[src/amp_regs_defines.vh]
// Constants for the fault, clipper and digital control register slice
// Assumes inclusion by bare name from the design file
`ifndef AMP_REGS_DEFINES_VH
`define AMP_REGS_DEFINES_VH
// ----------------------------------------
// Register offsets
// ----------------------------------------
`define OFS_FAULT 8'h08
`define OFS_CLIP_HIGH 8'h10
`define OFS_CLIP_LOW 8'h11
`define OFS_DIG_CTRL3 8'h13
// ----------------------------------------
// Reset values
// ----------------------------------------
`define RST_FAULT_CFG 2'h0
`define RST_CLIP_HIGH 8'h01
`define RST_CLIP_LOW 6'h01
`define RST_DIG_CTRL3 8'h00
// ----------------------------------------
// Field positions
// ----------------------------------------
`define FLD_OCTH_HI 5
`define FLD_OCTH_LO 4
`define FLD_HPF_HI 7
`define FLD_HPF_LO 5
`define FLD_SLEEP_HI 4
`define FLD_SLEEP_LO 3
`define FLD_SLOT16 2
`define FLD_MCLK_SRC 1
`define FLD_VOL_LSB 0
`define FLD_CLIPL_HI 7
`define FLD_CLIPL_LO 2
`define FLD_CLOCK_ERROR_FLAG 3
`define FLD_OCE 2
`define FLD_DCE 1
`define FLD_OTE 0
`define FAULT_EVT_N 3
// ----------------------------------------
// Idle sleep codes and frame counts; clip width and sample sign bit
// ----------------------------------------
`define SLEEP_CNT_W 18
`define SLEEP_CODE_OFF 2'h0
`define SLEEP_CODE_1K 2'h1
`define SLEEP_CODE_64K 2'h2
`define SLEEP_N_1K 18'h003FF
`define SLEEP_N_64K 18'h0FFFF
`define SLEEP_N_256K 18'h3FFFF
`define CLIP_W 20
`define SAMPLE_SIGN 19
`endif

[src/amp_fault_clip_filter_regs.v]
// Fault status, clipper level, high-pass and digital control 3 registers
// Assumes an I2C slave front end gives byte strobes; detectors give levels
// Function
// RULE1: two-bit threshold select picks 100, 75, 50, 25 percent; resets to full
// RULE2: bit 3 shows present clock errors, clears itself, zero after reset
// RULE3: bit 2 latches over-current event and holds it
// RULE4: bit 1 latches DC detect error and holds it
// RULE5: bit 0 latches over-temperature error and holds it
// RULE6: host writes zero into reserved bits 7 to 6 of fault register
// RULE7: upper clipper register holds clipper level bits 13 to 6
// RULE8: lower clipper register bits 7 to 2 hold clipper level bits 5 to 0
// RULE9: sample magnitude sent to DAC never exceeds clipper level
// RULE10: host writes zero into reserved bits 1 to 0 of lower clipper register
// RULE11: three-bit high-pass corner select in bits 7 to 5, zero after reset
// RULE12: idle sleep after 1K, 64K or 256K zero frames; code 00 disables
// RULE13: bit 2 set selects 16-bit slots, clear selects 24 or 32
// RULE14: bit 1 selects master clock pin, clear derives it from bit clock
// RULE15: bit 0 is the volume setting least significant bit
// RULE16: latched fault flags clear only on device reset
// RULE17: writes to status bits 3 to 0 are ignored
`timescale 1ns/100ps
`include "amp_regs_defines.vh"
`default_nettype none
module amp_fault_clip_filter_regs (
   // Clock and reset
   input wire CLOCK,
   input wire RST_N,
   // Register access from control port
   input wire REG_WR,
   input wire REG_RD,
   input wire [7:0] REG_ADDR,
   input wire [7:0] REG_WDATA,
   output reg [7:0] REG_RDATA,
   // Detector levels
   input wire CLK_ERR_IN,
   input wire OVERCURRENT_IN,
   input wire DC_DETECT_IN,
   input wire OVERTEMP_IN,
   // Audio sample path
   input wire FRAME_STROBE,
   input wire [19:0] SAMPLE_IN,
   output reg [19:0] SAMPLE_OUT,
   // Settings to datapath and power stage
   output reg [1:0] OVERCURRENT_THRESHOLD_SEL,
   output reg [19:0] CLIP_LIMIT_VALUE,
   output reg [2:0] HIGHPASS_CORNER_SEL,
   output reg SHORT_SLOT_WIDTH,
   output reg MCLK_FROM_PIN,
   output reg VOLUME_LSB,
   output reg POWER_STAGE_SLEEP
);
   // ----------------------------------------
   // Register state
   // ----------------------------------------
   reg [1:0] overcurrent_threshold_sel_q;
   reg [7:0] clip_high_q;
   reg [5:0] clip_low_q;
   reg [7:0] dig_ctrl3_q;
   reg clock_error_flag_q;
   reg [2:0] sticky_flag_q;
   wire [2:0] sticky_event;
   wire [2:0] sticky_flag_d;
   wire overcurrent_flag;
   wire dc_detect_flag;
   wire overtemp_flag;
   genvar g;
   reg [17:0] idle_cnt_q;
   reg [17:0] idle_limit;
   reg [7:0] rdata_d;
   reg [19:0] clip_d;
   wire [19:0] clip_level;
   wire sample_neg;
   wire [19:0] sample_mag;

   // Address match helper
   function hit;
      input [7:0] a;
      input [7:0] ofs;
      begin
         hit = (a == ofs);
      end
   endfunction

   // ----------------------------------------
   // Host register writes
   // ----------------------------------------
   // Host writes; only writable fields stored
   always @(posedge CLOCK) begin
      if (!RST_N) begin
         overcurrent_threshold_sel_q <= `RST_FAULT_CFG;
         clip_high_q <= `RST_CLIP_HIGH;
         clip_low_q <= `RST_CLIP_LOW;
         dig_ctrl3_q <= `RST_DIG_CTRL3;
      end else if (REG_WR) begin
         if (hit(REG_ADDR, `OFS_FAULT))
            overcurrent_threshold_sel_q <= REG_WDATA[`FLD_OCTH_HI:`FLD_OCTH_LO]; // RULE1 RULE17
         if (hit(REG_ADDR, `OFS_CLIP_HIGH))
            clip_high_q <= REG_WDATA; // RULE7
         if (hit(REG_ADDR, `OFS_CLIP_LOW))
            clip_low_q <= REG_WDATA[`FLD_CLIPL_HI:`FLD_CLIPL_LO]; // RULE8
         if (hit(REG_ADDR, `OFS_DIG_CTRL3))
            dig_ctrl3_q <= REG_WDATA; // RULE11
      end
   end

   // ----------------------------------------
   // Fault flags
   // ----------------------------------------
   // Detector events packed in status bit order
   assign sticky_event = {OVERCURRENT_IN, DC_DETECT_IN, OVERTEMP_IN};

   // Event flags hold once set; nothing but reset clears them
   generate
      for (g = 0; g < `FAULT_EVT_N; g = g + 1) begin : sticky_gen
         assign sticky_flag_d[g] = sticky_flag_q[g] | sticky_event[g]; // RULE3 RULE4 RULE5
      end
   endgenerate

   // Named views of the latched flags
   assign overcurrent_flag = sticky_flag_q[`FLD_OCE];
   assign dc_detect_flag = sticky_flag_q[`FLD_DCE];
   assign overtemp_flag = sticky_flag_q[`FLD_OTE];

   // Clock error follows its detector; event flags latch until reset
   always @(posedge CLOCK) begin
      if (!RST_N) begin
         clock_error_flag_q <= 1'b0;
         sticky_flag_q <= 3'h0;
      end else begin
         clock_error_flag_q <= CLK_ERR_IN; // RULE2
         sticky_flag_q <= sticky_flag_d; // RULE16
      end
   end

   // ----------------------------------------
   // Read path
   // ----------------------------------------
   // Read mux; reserved bits read as zero
   always @* begin
      rdata_d = 8'h00;
      if (hit(REG_ADDR, `OFS_FAULT)) begin
         rdata_d[`FLD_OCTH_HI:`FLD_OCTH_LO] = overcurrent_threshold_sel_q;
         rdata_d[`FLD_CLOCK_ERROR_FLAG] = clock_error_flag_q; // RULE2
         rdata_d[`FLD_OCE] = overcurrent_flag; // RULE3
         rdata_d[`FLD_DCE] = dc_detect_flag; // RULE4
         rdata_d[`FLD_OTE] = overtemp_flag; // RULE5
      end else if (hit(REG_ADDR, `OFS_CLIP_HIGH))
         rdata_d = clip_high_q;
      else if (hit(REG_ADDR, `OFS_CLIP_LOW))
         rdata_d[`FLD_CLIPL_HI:`FLD_CLIPL_LO] = clip_low_q;
      else if (hit(REG_ADDR, `OFS_DIG_CTRL3))
         rdata_d = dig_ctrl3_q;
   end

   // Read data register, updated on read strobe
   always @(posedge CLOCK) begin
      if (!RST_N)
         REG_RDATA <= 8'h00;
      else if (REG_RD)
         REG_RDATA <= rdata_d;
   end

   // ----------------------------------------
   // Digital clipper
   // ----------------------------------------
   assign clip_level = {6'h00, clip_high_q, clip_low_q}; // RULE7 RULE8
   assign sample_neg = SAMPLE_IN[`SAMPLE_SIGN];
   assign sample_mag = sample_neg ? (~SAMPLE_IN + 20'h00001) : SAMPLE_IN;

   // Clamp magnitude, keep sign
   always @* begin
      if (sample_mag > clip_level)
         clip_d = sample_neg ? (~clip_level + 20'h00001) : clip_level; // RULE9
      else
         clip_d = SAMPLE_IN;
   end

   // ----------------------------------------
   // Idle sleep
   // ----------------------------------------
   // Idle sleep limit decode
   always @* begin
      case (dig_ctrl3_q[`FLD_SLEEP_HI:`FLD_SLEEP_LO])
         `SLEEP_CODE_1K: idle_limit = `SLEEP_N_1K;
         `SLEEP_CODE_64K: idle_limit = `SLEEP_N_64K;
         default: idle_limit = `SLEEP_N_256K;
      endcase
   end

   // Zero-frame counter and sleep output
   always @(posedge CLOCK) begin
      if (!RST_N) begin
         idle_cnt_q <= 18'h00000;
         POWER_STAGE_SLEEP <= 1'b0;
      end else if (dig_ctrl3_q[`FLD_SLEEP_HI:`FLD_SLEEP_LO] == `SLEEP_CODE_OFF) begin
         idle_cnt_q <= 18'h00000; // RULE12
         POWER_STAGE_SLEEP <= 1'b0;
      end else if (FRAME_STROBE) begin
         if (SAMPLE_IN != 20'h00000) begin
            idle_cnt_q <= 18'h00000;
            POWER_STAGE_SLEEP <= 1'b0;
         end else if (idle_cnt_q >= idle_limit) begin
            POWER_STAGE_SLEEP <= 1'b1; // RULE12
         end else begin
            idle_cnt_q <= idle_cnt_q + 18'h00001;
         end
      end
   end

   // ----------------------------------------
   // Settings outputs
   // ----------------------------------------
   // Registered settings outputs and clipped sample
   always @(posedge CLOCK) begin
      if (!RST_N) begin
         SAMPLE_OUT <= 20'h00000;
         OVERCURRENT_THRESHOLD_SEL <= `RST_FAULT_CFG;
         CLIP_LIMIT_VALUE <= 20'h00000;
         HIGHPASS_CORNER_SEL <= 3'h0;
         SHORT_SLOT_WIDTH <= 1'b0;
         MCLK_FROM_PIN <= 1'b0;
         VOLUME_LSB <= 1'b0;
      end else begin
         if (FRAME_STROBE)
            SAMPLE_OUT <= clip_d; // RULE9
         OVERCURRENT_THRESHOLD_SEL <= overcurrent_threshold_sel_q; // RULE1
         CLIP_LIMIT_VALUE <= clip_level;
         HIGHPASS_CORNER_SEL <= dig_ctrl3_q[`FLD_HPF_HI:`FLD_HPF_LO]; // RULE11
         SHORT_SLOT_WIDTH <= dig_ctrl3_q[`FLD_SLOT16]; // RULE13
         MCLK_FROM_PIN <= dig_ctrl3_q[`FLD_MCLK_SRC]; // RULE14
         VOLUME_LSB <= dig_ctrl3_q[`FLD_VOL_LSB]; // RULE15
      end
   end
endmodule // amp_fault_clip_filter_regs
`default_nettype wire

[config.mk]
export PLATFORM = sky130hd
export DESIGN_NAME = amp_fault_clip_filter_regs
export DESIGN_NICKNAME = d
export VERILOG_FILES = /design/src/amp_fault_clip_filter_regs.v
export VERILOG_INCLUDE_DIRS = /design/src
export SDC_FILE = /design/constraint.sdc
export NUM_CORES = 1
export LEC_CHECK = 0
export BUFFER_PORTS_ARGS = -buffer_cell sky130_fd_sc_hd__buf_2
export CAP_MARGIN = 20
export CORE_ASPECT_RATIO = 1.75
export CORE_MARGIN = 2
export CORE_UTILIZATION = 55
export CTS_BUF_LIST = sky130_fd_sc_hd__clkbuf_4
export DETAILED_ROUTE_END_ITERATION = 7
export GPL_TIMING_DRIVEN = 0
export PLACE_DENSITY = 0.89
export SLEW_MARGIN = 20
export SYNTH_ARGS = -nofsm -noshare
export SYNTH_HDL_FRONTEND = slang
export SYNTH_SLANG_ARGS = --single-unit
[constraint.sdc]
create_clock -name CLOCK -period 6.3 [get_ports CLOCK]
set_clock_uncertainty 0.1 [all_clocks]
set_input_delay 0 -clock CLOCK [delete_from_list [all_inputs] [get_ports CLOCK]]
set_output_delay 0 -clock CLOCK [all_outputs]
set_load 0.01 [all_outputs]
Yosys cells after proc, flatten, opt, wreduce, memory -nomap -nowiden
Cells that the tools add are included.
Cells by class
  $add $sub $neg: 3
  multipliers: 0
  div/mod/pow operators: 0
  order comparisons: 2
  equality and inequality tests: 7
  shifts and indexed selects: 0
  muxes and demuxes: 14
  bitwise logic cells: 6
  reduce and logical (&&, ||, !) cells: 10
Operator list (number)
  $mux 20: 3
  $add 20x1->20 const B: 2
  $mux 18: 2
  $pmux 18 s2: 1
  $eq 8x5->1 const B: 3
  $gt 20x14->1: 1
  $not 14->20: 1
  $not 20->20: 1
  $reduce_bool 20->1: 1
  $add 18x1->18 const B: 1
  $ge 18x18->1: 1
  $mux 8: 2
  $mux 6: 2
  $reduce_and 2->1: 6
  $eq 8x4->1 const B: 1
  $mux 2: 2
  $or 1x1->1: 3
  $eq 2x1->1 const B: 1
  $eq 2x2->1 const B: 1
  $logic_not 2->1: 1
  $mux 1: 2
  $ne 2x2->1 const B: 1
  $reduce_bool 2->1: 1
  $reduce_or 2->1: 1
  $not 1->1: 1
Word-level totals
  bits in registers: 103
  bits in latches: 0
  bits in writable memories: 0
  ROM bits: 0
  logic and storage cells: 59
  memories kept: 0

Logic depth before layout (Yosys ltp)
Gate-level depths: netlist of the first run.
  depth after elaboration: 5
  mapped depth: 15
  mapped depth without buffers: 14

Worst setup path after synthesis of the first run
Ideal clock, no wire load.
  kind: input-to-reg
  start point: input port SAMPLE_IN[19]
  end point: register SAMPLE_OUT[0]
  library setup time: 0.132 ns
  arrival: 3.122 ns
  required time: 6.068 ns
  slack: 2.945 ns
  cell stages on the path: 14
  buffers on the path: 4
  cells stage by stage: clkbuf_1 -> buf_1 -> buf_1 -> nand2_1 -> xnor2_1 -> ha_1 -> a21oi_1 -> a21boi_1 -> a2111oi_0 -> a31oi_2 -> nor4_4 -> buf_6 -> mux2i_1 -> a21oi_1
Between the ends
  longest elaborated chain between the ends: 5
Ends and longest elaborated chain
  from (decl): line amp_fault_clip_filter_regs.v:41  | input wire [19:0] SAMPLE_IN,
  $not 20->20: line amp_fault_clip_filter_regs.v:168  | assign sample_mag = sample_neg ? (~SAMPLE_IN + 20'h00001) : SAMPLE_IN;
  $add 20x1->20: line amp_fault_clip_filter_regs.v:168
  $mux 20: line amp_fault_clip_filter_regs.v:168
  $gt 20x14->1: line amp_fault_clip_filter_regs.v:172  | if (sample_mag > clip_level)
  $mux 20 (*): line amp_fault_clip_filter_regs.v:172
  to (signal assigned): line amp_fault_clip_filter_regs.v:225  | SAMPLE_OUT <= clip_d;
  to (decl): line amp_fault_clip_filter_regs.v:42  | output reg [19:0] SAMPLE_OUT,
Mark *: on every way between the ends. The rest lies on a longest branch, timed or not.
A chain may end at the register's enable or synchronous reset.

Worst setup path in the final report of the first run
  start point: input port SAMPLE_IN[0]
  end point: register SAMPLE_OUT[2]
Between the ends
  longest elaborated chain between the ends: 5
Ends and longest elaborated chain (line)
  $not 20->20: amp_fault_clip_filter_regs.v:168
  $add 20x1->20: amp_fault_clip_filter_regs.v:168
  $mux 20 (*): amp_fault_clip_filter_regs.v:168
  $gt 20x14->1 (*): amp_fault_clip_filter_regs.v:172
  $mux 20 (*): amp_fault_clip_filter_regs.v:172
Marked as above.

==> results of run 1 <==
==> final timing paths <==
check | from | end | slack [ns] | cells after the start
setup / recovery | SAMPLE_IN[0] | SAMPLE_OUT[2]$_SDFFE_PN0P_ | 1.72 | 18
hold / removal | SAMPLE_IN[19] | SAMPLE_OUT[5]$_SDFFE_PN0P_ | 0.08 | 4
setup reg to reg | clip_low_q[5]$_SDFFE_PN0P_ | SAMPLE_OUT[2]$_SDFFE_PN0P_ | 2.45 | 12
hold reg to reg | idle_cnt_q[7]$_SDFFE_PP0P_ | idle_cnt_q[7]$_SDFFE_PP0P_ | 0.38 | 2
==> per-layer routing <==
| metal | share of wire, % | vias to the layer above | wire length (µm) |
|---|---|---|---|
| li1 | - | 2468 | - |
| met1 | 34 | 2508 | 5520 |
| met2 | 55 | 223 | 8750 |
| met3 | 4.9 | 70 | 778 |
| met4 | 6.0 | 0 | 967 |
| met5 | 0 | - | 0 |
==> flip-flops by register name, indices dropped and copies added (netlist names), 3 cells and up <==
| name | cells |
|---|---|
| sticky_flag_q | 3 |
| CLIP_LIMIT_VALUE | 14 |
| SAMPLE_OUT | 20 |
| REG_RDATA | 8 |
| clip_low_q | 6 |
| clip_high_q | 8 |
| idle_cnt_q | 18 |
| HIGHPASS_CORNER_SEL | 3 |
| dig_ctrl3_q | 8 |
==> through the flow <==
stage / instance area (µm²) / util, % / worst slack (ns) / hold slack, ns / std cells
after global routing: 6660 / 68.5 / 1.36 / 0.111 / 886
after CTS: 6660 / 68.5 / 1.83 / 0.0520 / 885
after global placement: 6060 / 62.3 / 1.69 / 0.0967 / 826
after detailed placement: 6060 / 62.3 / 1.70 / 0.100 / 826
final: 6660 / 68.5 / 1.72 / 0.0845 / 886
after floorplan: 5440 / - / 2.95 / 0.0102 / 608
==> final cells by class <==
cell class	instances	area share (%)
clock inverters	6	1.46
clock buffers	10	1.13
multi-input cells	449	48.0
plain buffers	41	3.21
well taps	125	2.35
diodes	1	0.0376
flip-flops and latches	97	29.1
repair buffers	136	13.4
inverters	21	1.18
==> cells by family after synthesis <==
family,after synthesis,synth area share [%]
XOR/XNOR,24,3.88
AND/OR/NAND/NOR,221,23.7
buffers and inverters,62,5.40
flip-flops,97,35.8
multiplexers,41,7.57
AO/OA/AOI/OAI,130,17.3
other,1,0.0692
adder cells (fa/ha/maj),27,6.24
==> where the power goes <==
part | switching, mW | internal (mW)
Sequential | 0.00757 | 0.627
Combinational | 0.0993 | 0.0791
Clock | 0.223 | 0.172
Total | 0.330 | 0.878
==> worst max-delay path: stages <==
cell	delay, ns
dlygate4sd3_1	0.53
buf_2	0.17
inv_1	0.10
ha_1	0.18
nor3b_2	0.40
nand3_1	0.18
nand2_1	0.12
xnor2_1	0.13
ha_1	0.28
a21oi_1	0.15
a21boi_1	0.08
a2111oi_0	0.50
a31oi_2	0.22
nor4_4	0.71
buf_6	0.26
nand4_1	0.15
o311ai_1	0.17
dlygate4sd3_1	0.59
==> cells in the final DEF (no fill, tap or decap), drive strengths merged, types with 23 or more instances in the layout <==
cell type	n
dfxtp	97
and2	26
mux2i	41
nand3	38
a21oi	26
clkbuf	34
dlygate4sd3	43
buf	109
ha	27
inv	24
xnor2	23
nand2	59
==> impl_results.md, run 1 <==
* GR met1 Demand/Resource at 29.8%
* Number of synthesized flops with an enable pin at 0
* GRT met3 Usage at 4.80%
* Top post-synthesis cells by area: dfxtp_1 36%, mux2i_1 7.6%, ha_1 6.2%
* Clock period minus worst slack at 4.58 ns
* Total grt overflow at 0
* Critical Path AT at 4.91 ns
* Tot Pwr at 1.21 mW
* Synth async-reset ratio at 0%
* Clk buf depth at 2
* Setup TNS at 0 ns
* Library cells used by synthesis at 63
* Fillers at 788
* Count of input and output buffers at 93
* Share of the synthesized area in the top cell type at 35.8%
* Least-Margin Pin Slew at 0.707 ns
* Share of layout cells above drive strength 1 at 18.0%
* Most crowded layer after global routing: met2
* Crit. End Element: flop
* Most common cell in the netlist: dfxtp_1
* Count of pins over their slew limit at 0
* Maxcap violations at 0
* Routed WL at 16,000 µm
* Routed via count at 5,269
* DIE HEIGHT at 135 µm
* DR vias/cell at 5.95
* Root Driver: clkbuf_4
* Most frequent cells after synthesis: 97 x dfxtp_1, 59 x nand2_1, 41 x mux2i_1, 38 x nand3_1, 27 x ha_1
* Slew headroom at 52.5%
* Syn Area/Cell at 8.98 µm²
* Worst skew pair latency at 0.48 ns
* Fin nets at 827
* CTS Hold Bufs at 43
* Global-route usage over all layers at 30.6%
* I/O pin cnt at 102
* RSZ-0062 raised after global routing: no
* Hold WC Path Type: input port to flop
* Max FO, Critical Path at 10
* Period Utilization, post-route at 72.7%
* Final Hold Vio Count at 0
* Pleak at 2.66 nW
* First-pass GRT wire length at 25,300 µm
* Sequential Area at 0.00194 mm²
* Std cell rows at 48
* Number of CTS-inserted buffers at 9
* Drt initial violations at 396
* Layout area overhead at 23.0%
* Max Clock Freq at 218 MHz
* Worst-path clk slew at 0.15 ns
* Multi-input combinational cell area at 0.00320 mm²
* Vias in the first global route at 5,288
* Largest net degree at the start of global routing at 18
* CTS Sinks at 97
* Yosys reg bits at 97
* Cell taking the most area after synthesis: dfxtp_1
* Post-route antenna net violation count at 0
* H-Tree Depth at 3
* Peak VDD IR at 0.143 mV
* Initial antenna violation count at 1
* Top FF cell, synth: dfxtp_1
* CTS tree: yes
* DIE WIDTH at 79.0 µm
* Share of the yosys chip area belonging to registers at 35.8%
* Outcome: finished, final reports clean
* GP Congestion at 0.973
* Critical path type: input port to flop
* DRT Pass-1 Iters at 5
* Post-Syn Instances at 603
* DRC viols at 0
* Die ar. at 0.0107 mm²
* CTS resizes at 0
* WL/cell at 18.1 µm
* Core ar. at 0.00973 mm²
* YS warnings at 0
* Final Setup Violations at 0
* Worst Setup Start Kind: input port
* GRT met2 Usage at 57.9%
* Starting Density at 55.7%
* Synthesized area at 0.00542 mm²
* Pwr dens at 181 mW/mm²
* Total setup buffers inserted after CTS at 0
* Final HPWL DP at 12,100 µm
* Crit path required time at 6.63 ns
No activity file was read; power rests on OpenSTA's default activity.
==> inputs of run 2 (changes only) <==
==> constraint.sdc (replaced) <==
create_clock -name CLOCK -period 4.3 [get_ports CLOCK]
set_clock_uncertainty 0.1 [all_clocks]
set_input_delay 0 -clock CLOCK [delete_from_list [all_inputs] [get_ports CLOCK]]
set_output_delay 0 -clock CLOCK [all_outputs]
set_load 0.01 [all_outputs]
==> run 2 against run 1 <==
  * Final area fell by 0.11%
  * Via count fell by 0.68%
  * Critical path type unchanged
  * Sequential share of layout area barely moved
==> impl_results.md, run 2 (synthesized netlist as in run 1, its figures left out) <==
* I/O pin cnt at 102 (unchanged)
* CTS Sinks at 97 (unchanged)
* Max reg flops at 20 (unchanged)
* Largest net degree at the start of global routing at 18 (unchanged)
* Layout area overhead at 22.9% (was 23.0%)
* Vias in the first global route at 5,286 (was 5,288)
* Post-route cell area at 0.00666 mm² (about the same)
* Root Driver: clkbuf_4 (unchanged)
* DIE HEIGHT at 135 µm (unchanged)
* DRC viols at 0 (unchanged)
* GP Congestion at 0.973 (unchanged)
* CTS resizes at 0 (unchanged)
* RSZ-0062 raised after global routing: no (unchanged)
* Worst Setup Start Kind: input port (unchanged)
* Pwr dens at 265 mW/mm² (was 181 mW/mm²)
* CTS tree: yes (unchanged)
* Critical path type: input port to flop (unchanged)
* Count of pins over their slew limit at 0 (unchanged)
* DRT Pass-1 Iters at 5 (unchanged)
* Die ar. at 0.0107 mm² (unchanged)
* Share of layout cells above drive strength 1 at 18.4% (was 18.0%)
* Tot Pwr at 1.77 mW (was 1.21 mW)
* Period Utilization, post-route at 87.6%
* Worst skew pair latency at 0.47 ns (was 0.48 ns)
* Total grt overflow at 0 (unchanged)
* Max FO, Critical Path at 10 (unchanged)
* Crit path required time at 4.56 ns (was 6.63 ns)
* Drt initial violations at 408 (was 396)
* Clk buf depth at 2 (unchanged)
* Top flop regs: SAMPLE_OUT x20, idle_cnt_q x18, CLIP_LIMIT_VALUE x14 (unchanged)
* DR vias/cell at 5.91 (was 5.95)
* Most frequent cells in the layout: 97 x dfxtp_1, 95 x buf_2, 59 x nand2_1 (unchanged)
* Reg2Reg Launch Point: clip_low_q[5]$_SDFFE_PN0P_ (unchanged)
* Routed via count at 5,233 (was 5,269)
* Worst-path clk slew at 0.15 ns (about the same)
* Routed WL at 15,900 µm (was 16,000 µm)
* Final Hold Vio Count at 0 (unchanged)
* Outcome: finished, final reports clean (unchanged)
* Reg2Reg Setup Slack at 1.27 ns (was 2.45 ns)
* Starting Density at 55.7% (unchanged)
* Hold WC Path Type: input port to flop (unchanged)
* Critical Path AT at 4.03 ns (was 4.91 ns)
* First-pass GRT wire length at 25,200 µm (was 25,300 µm)
* Slew headroom at 58.0% (was 52.5%)
* Least-Margin Pin Slew at 0.627 ns (was 0.707 ns)
* Post-route antenna net violation count at 0 (unchanged)
* Final Setup Violations at 0 (unchanged)
* H-Tree Depth at 3 (unchanged)
* Core ar. at 0.00973 mm² (unchanged)
* Hold_sp: SAMPLE_IN[19] (unchanged)
* Max Clock Freq at 266 MHz
* Initial antenna violation count at 1 (unchanged)
* Clock period minus worst slack at 3.77 ns
* Count of input and output buffers at 93 (unchanged)
* Final HPWL DP at 12,100 µm (unchanged)
* Crit. End Element: flop (unchanged)
* Maxcap violations at 0 (unchanged)
* Final Core Density at 68.4% (was 68.5%)
* Placed Area at 0.00606 mm² (unchanged)
* WL/cell at 18.0 µm (was 18.1 µm)
* Pleak at 2.66 nW (about the same)
* Biggest register: SAMPLE_OUT (unchanged)
* Most common cell after layout, fill and taps aside: dfxtp_1 (unchanged)
* Worst Setup SP: SAMPLE_IN[0] (unchanged)
* Global-route usage over all layers at 30.5% (was 30.6%)
* Number of CTS-inserted buffers at 9 (unchanged)
* Fin nets at 827 (unchanged)
* Std cell rows at 48 (unchanged)
* DIE WIDTH at 79.0 µm (unchanged)
* Peak VDD IR at 0.210 mV (was 0.143 mV)
==> run 2: cell types whose count changed in the layout (fill, tap and decap cells not counted), sizes merged <==
cell         previous run  this run
buf                   109       112
dlygate4sd3            43        40
==> run 2: cell type report <==
class	count	area, µm²
fillers	787	3070
well taps	125	156
repair buffers	136	888
inverters	21	78.8
plain buffers	41	214
multi-input cells	449	3200
clock inverters	6	97.6
flip-flops and latches	97	1940
clock buffers	10	75.1
diodes	1	2.50
==> run 2: final timing paths <==
kind,end,cells past startpoint
worst max-delay path,SAMPLE_OUT[0]$_SDFFE_PN0P_,17
worst min register to register,idle_cnt_q[7]$_SDFFE_PP0P_,2
worst max register to register,SAMPLE_OUT[0]$_SDFFE_PN0P_,11
worst min-delay path,SAMPLE_OUT[5]$_SDFFE_PN0P_,4
==> run 2: through the flow <==
stage | setup TNS (ns) | hold slack (ns) | cells | worst slack [ns]
after floorplan | 0 | 0.0102 | 608 | 0.945
after global placement | -0.732 | 0.0967 | 826 | -0.315
after detailed placement | -1.12 | 0.100 | 826 | -0.297
after CTS | 0 | 0.0520 | 882 | 0.151
after global routing | 0 | 0.111 | 886 | 0.216
final | 0 | 0.0816 | 886 | 0.534
==> run 2: critical path: stages <==
cell           delay, ns
dlygate4sd3_1       0.53
buf_2               0.17
inv_1               0.10
ha_1                0.18
nor3b_2             0.41
nand3_1             0.19
nand2_1             0.12
xnor2_1             0.13
ha_1                0.28
a21oi_1             0.15
a21boi_1            0.08
a2111oi_0           0.50
a31oi_2             0.23
nor4_4              0.31
buf_6               0.22
mux2i_1             0.32
a21oi_1             0.12
==> run 2: power breakdown <==
group,total (mW),internal (mW),switching (mW)
logic,0.259,0.114,0.145
clock network,0.576,0.252,0.324
registers,0.930,0.919,0.0110
total,1.77,1.29,0.480
==> run 2: routing by layer <==
metal	track usage [%]	routed length [µm]
met1	29.7	5540
met3	4.53	699
met2	57.8	8750
met5	0	0
met4	19.9	952
==> run 2: repair_timing <==
item                                    in CTS  in global routing
hold endpoints to repair                    58                  0
hold buffers                                40                  0
endpoints found under the setup margin       0                  7
setup buffers                                0                  3
==> inputs of run 3 (changes only) <==
--- a/config.mk
+++ b/config.mk
@@ -10,11 +10,11 @@
 export CAP_MARGIN = 20
 export CORE_ASPECT_RATIO = 1.75
 export CORE_MARGIN = 2
-export CORE_UTILIZATION = 55
+export CORE_UTILIZATION = 58
 export CTS_BUF_LIST = sky130_fd_sc_hd__clkbuf_4
 export DETAILED_ROUTE_END_ITERATION = 7
 export GPL_TIMING_DRIVEN = 0
-export PLACE_DENSITY = 0.89
+export PLACE_DENSITY = 0.93
 export SLEW_MARGIN = 20
 export SYNTH_ARGS = -nofsm -noshare
 export SYNTH_HDL_FRONTEND = slang
==> run 3 against run 2 <==
  * Via count grew 1.6%
  * Total power decreased by 7.8%
  * Worst setup slack worse by 0.18 ns
  * Critical path depth unchanged
  * Die area down 5.0%
  * Global-route usage up 1.3 points
  * First-iteration DRC count down 21%
  * Final area shrank 2.0%
  * Sequential cell count unchanged
  * Utilization rose by 3.3 points
  * Register-to-register slack lost 0.17 ns
==> impl_results.md, run 3 (synthesized netlist as in run 1, its figures left out) <==
* Outcome: finished, final reports clean (unchanged)
* Count of pins over their slew limit at 0 (unchanged)
* Most common cell after layout, fill and taps aside: dfxtp_1 (unchanged)
* Pleak at 2.61 nW (was 2.66 nW)
* Peak VDD IR at 0.221 mV (was 0.210 mV)
* Top flop regs: SAMPLE_OUT x20, idle_cnt_q x18, CLIP_LIMIT_VALUE x14 (unchanged)
* Maxcap violations at 0 (unchanged)
* Placed Area at 0.00605 mm² (was 0.00606 mm²)
* Routed WL at 16,100 µm (was 15,900 µm)
* Number of cells on the worst reg-to-reg path at 10 (was 11)
* Number of CTS-inserted buffers at 9 (unchanged)
* Worst skew pair latency at 0.47 ns (about the same)
* Die ar. at 0.0102 mm² (was 0.0107 mm²)
* Antenna diodes at 0 (was 1)
* Final Core Density at 71.8% (was 68.4%)
* Post-route antenna net violation count at 0 (unchanged)
* DRC viols at 0 (unchanged)
* Root Driver: clkbuf_4 (unchanged)
* CTS tree: yes (unchanged)
* Critical path type: input port to flop (unchanged)
* DR vias/cell at 6.09 (was 5.91)
* Drt initial violations at 323 (was 408)
* DRT Pass-1 Iters at 5 (unchanged)
* Worst Setup Start Kind: input port (unchanged)
* DIE WIDTH at 77.1 µm (was 79.0 µm)
* First-pass GRT wire length at 25,900 µm (was 25,200 µm)
* Least-Margin Pin Slew at 0.686 ns (was 0.627 ns)
* Fin nets at 821 (was 827)
* Hold path depth at 4 (unchanged)
* CTS resizes at 0 (unchanged)
* Layout area overhead at 20.4% (was 22.9%)
* Period Utilization, post-route at 91.7% (was 87.6%)
* Vias in the first global route at 5,489 (was 5,286)
* Global-route usage over all layers at 31.8% (was 30.5%)
* Post-route insts no fill at 873 (was 886)
* H-Tree Depth at 3 (unchanged)
* Biggest register: SAMPLE_OUT (unchanged)
* WL/cell at 18.5 µm (was 18.0 µm)
* Final Setup Violations at 0 (unchanged)
* Final HPWL DP at 12,100 µm (about the same)
* Crit path required time at 4.55 ns (was 4.56 ns)
* Crit. End Element: flop (unchanged)
* RSZ-0062 raised after global routing: no (unchanged)
* Clock period minus worst slack at 3.94 ns (was 3.77 ns)
* Hold WC Path Type: input port to flop (unchanged)
* Routed via count at 5,316 (was 5,233)
* Slew headroom at 54.2% (was 58.0%)
* Share of layout cells above drive strength 1 at 18.1% (was 18.4%)
* Pwr dens at 249 mW/mm² (was 265 mW/mm²)
* Total grt overflow at 0 (unchanged)
* Post-Place Cells at 821 (was 826)
* Hold Slack at 0.0429 ns (was 0.0816 ns)
* Max reg flops at 20 (unchanged)
* GP Congestion at 0.979 (was 0.973)
* Initial antenna violation count at 0 (was 1)
* Core ar. at 0.00909 mm² (was 0.00973 mm²)
* Std cell rows at 46 (was 48)
* I/O pin cnt at 102 (unchanged)
* Final Hold Vio Count at 0 (unchanged)
* Largest net degree at the start of global routing at 16 (was 18)
* Most frequent cells in the layout: 97 x dfxtp_1, 95 x buf_2, 59 x nand2_1 (unchanged)
* Post-route cell area at 0.00653 mm² (was 0.00666 mm²)
* Count of input and output buffers at 93 (unchanged)
* Max Clock Freq at 254 MHz (was 266 MHz)
* Starting Density at 59.6% (was 55.7%)
* Worst-path clk slew at 0.14 ns (was 0.15 ns)
* CTS Sinks at 97 (unchanged)
* Max FO, Critical Path at 10 (unchanged)
* Clk buf depth at 2 (unchanged)
* Critical Path AT at 4.19 ns (was 4.03 ns)
* DIE HEIGHT at 132 µm (was 135 µm)
-- run 3: changes by cell type in the layout (fill, tap and decap cells not counted) --
cell	previous run	this run
buf_4	11	10
bufinv_16	2	0
clkinv_1	0	2
clkinvlp_4	0	1
diode_2	1	0
dlygate4sd3_1	40	35
inv_6	2	1
inv_8	1	0
-- run 3: final timing paths --
kind	startpoint	to	slack, ns
worst max-delay path	SAMPLE_IN[0]	SAMPLE_OUT[0]$_SDFFE_PN0P_	0.36
worst max register to register	clip_high_q[4]$_SDFFE_PN0P_	SAMPLE_OUT[0]$_SDFFE_PN0P_	1.10
worst min register to register	REG_RDATA[1]$_SDFFE_PN0P_	REG_RDATA[1]$_SDFFE_PN0P_	0.40
worst min-delay path	REG_ADDR[0]	REG_RDATA[2]$_SDFFE_PN0P_	0.04
-- run 3: final cells by class --
cell class / instances / area [µm²]
buffer: 41 / 214
fill: 732 / 2570
multi-input combinational: 449 / 3200
clock buffer: 10 / 75.1
sequential: 97 / 1940
inverter: 21 / 78.8
tap: 120 / 150
timing repair buffer: 130 / 831
clock inverter: 5 / 32.5
-- run 3: stage by stage --
stage	total power, mW	TNS, ns	setup slack [ns]
6_report	1.63	0	0.358
5_1_grt	1.69	0	0.262
4_1_cts	1.62	0	0.0299
3_5_place_dp	1.18	-3.26	-0.412
3_3_place_gp	1.17	-1.63	-0.354
2_1_floorplan	1.08	0	0.945
-- run 3: where the power goes --
part	switching, mW	internal (mW)	total, mW	leakage [nW]
sequential	0.0116	0.919	0.931	0.789
combinational	0.148	0.114	0.262	1.76
clock	0.313	0.122	0.435	0.0579
total	0.472	1.16	1.63	2.61
-- run 3: per-layer routing --
layer	routed length [µm]	track usage [%]	vias to the layer above	part of all wire (%)
met2	8480	59.9	262	53
met5	0	0	-	0
met4	1070	20.5	0	6.6
met1	5720	30.2	2505	36
li1	-	-	2465	-
met3	846	6.99	84	5.2
-- run 3: what timing repair did --
item                                    4_1_cts  5_1_grt
endpoints found under the setup margin        0        4
hold buffers                                 35        0
hold endpoints to repair                     56        0
setup buffers                                 0        2
-- run 3: critical path, cell delays in order --
cell           delay [ns]
dlygate4sd3_1        0.54
buf_2                0.17
inv_1                0.09
ha_1                 0.18
nor3b_2              0.38
nand3_1              0.16
nand2_1              0.12
xnor2_1              0.14
ha_1                 0.29
a21oi_1              0.18
a21boi_1             0.08
a2111oi_0            0.58
a31oi_2              0.26
nor4_4               0.32
buf_6                0.22
mux2i_1              0.35
a21oi_1              0.12
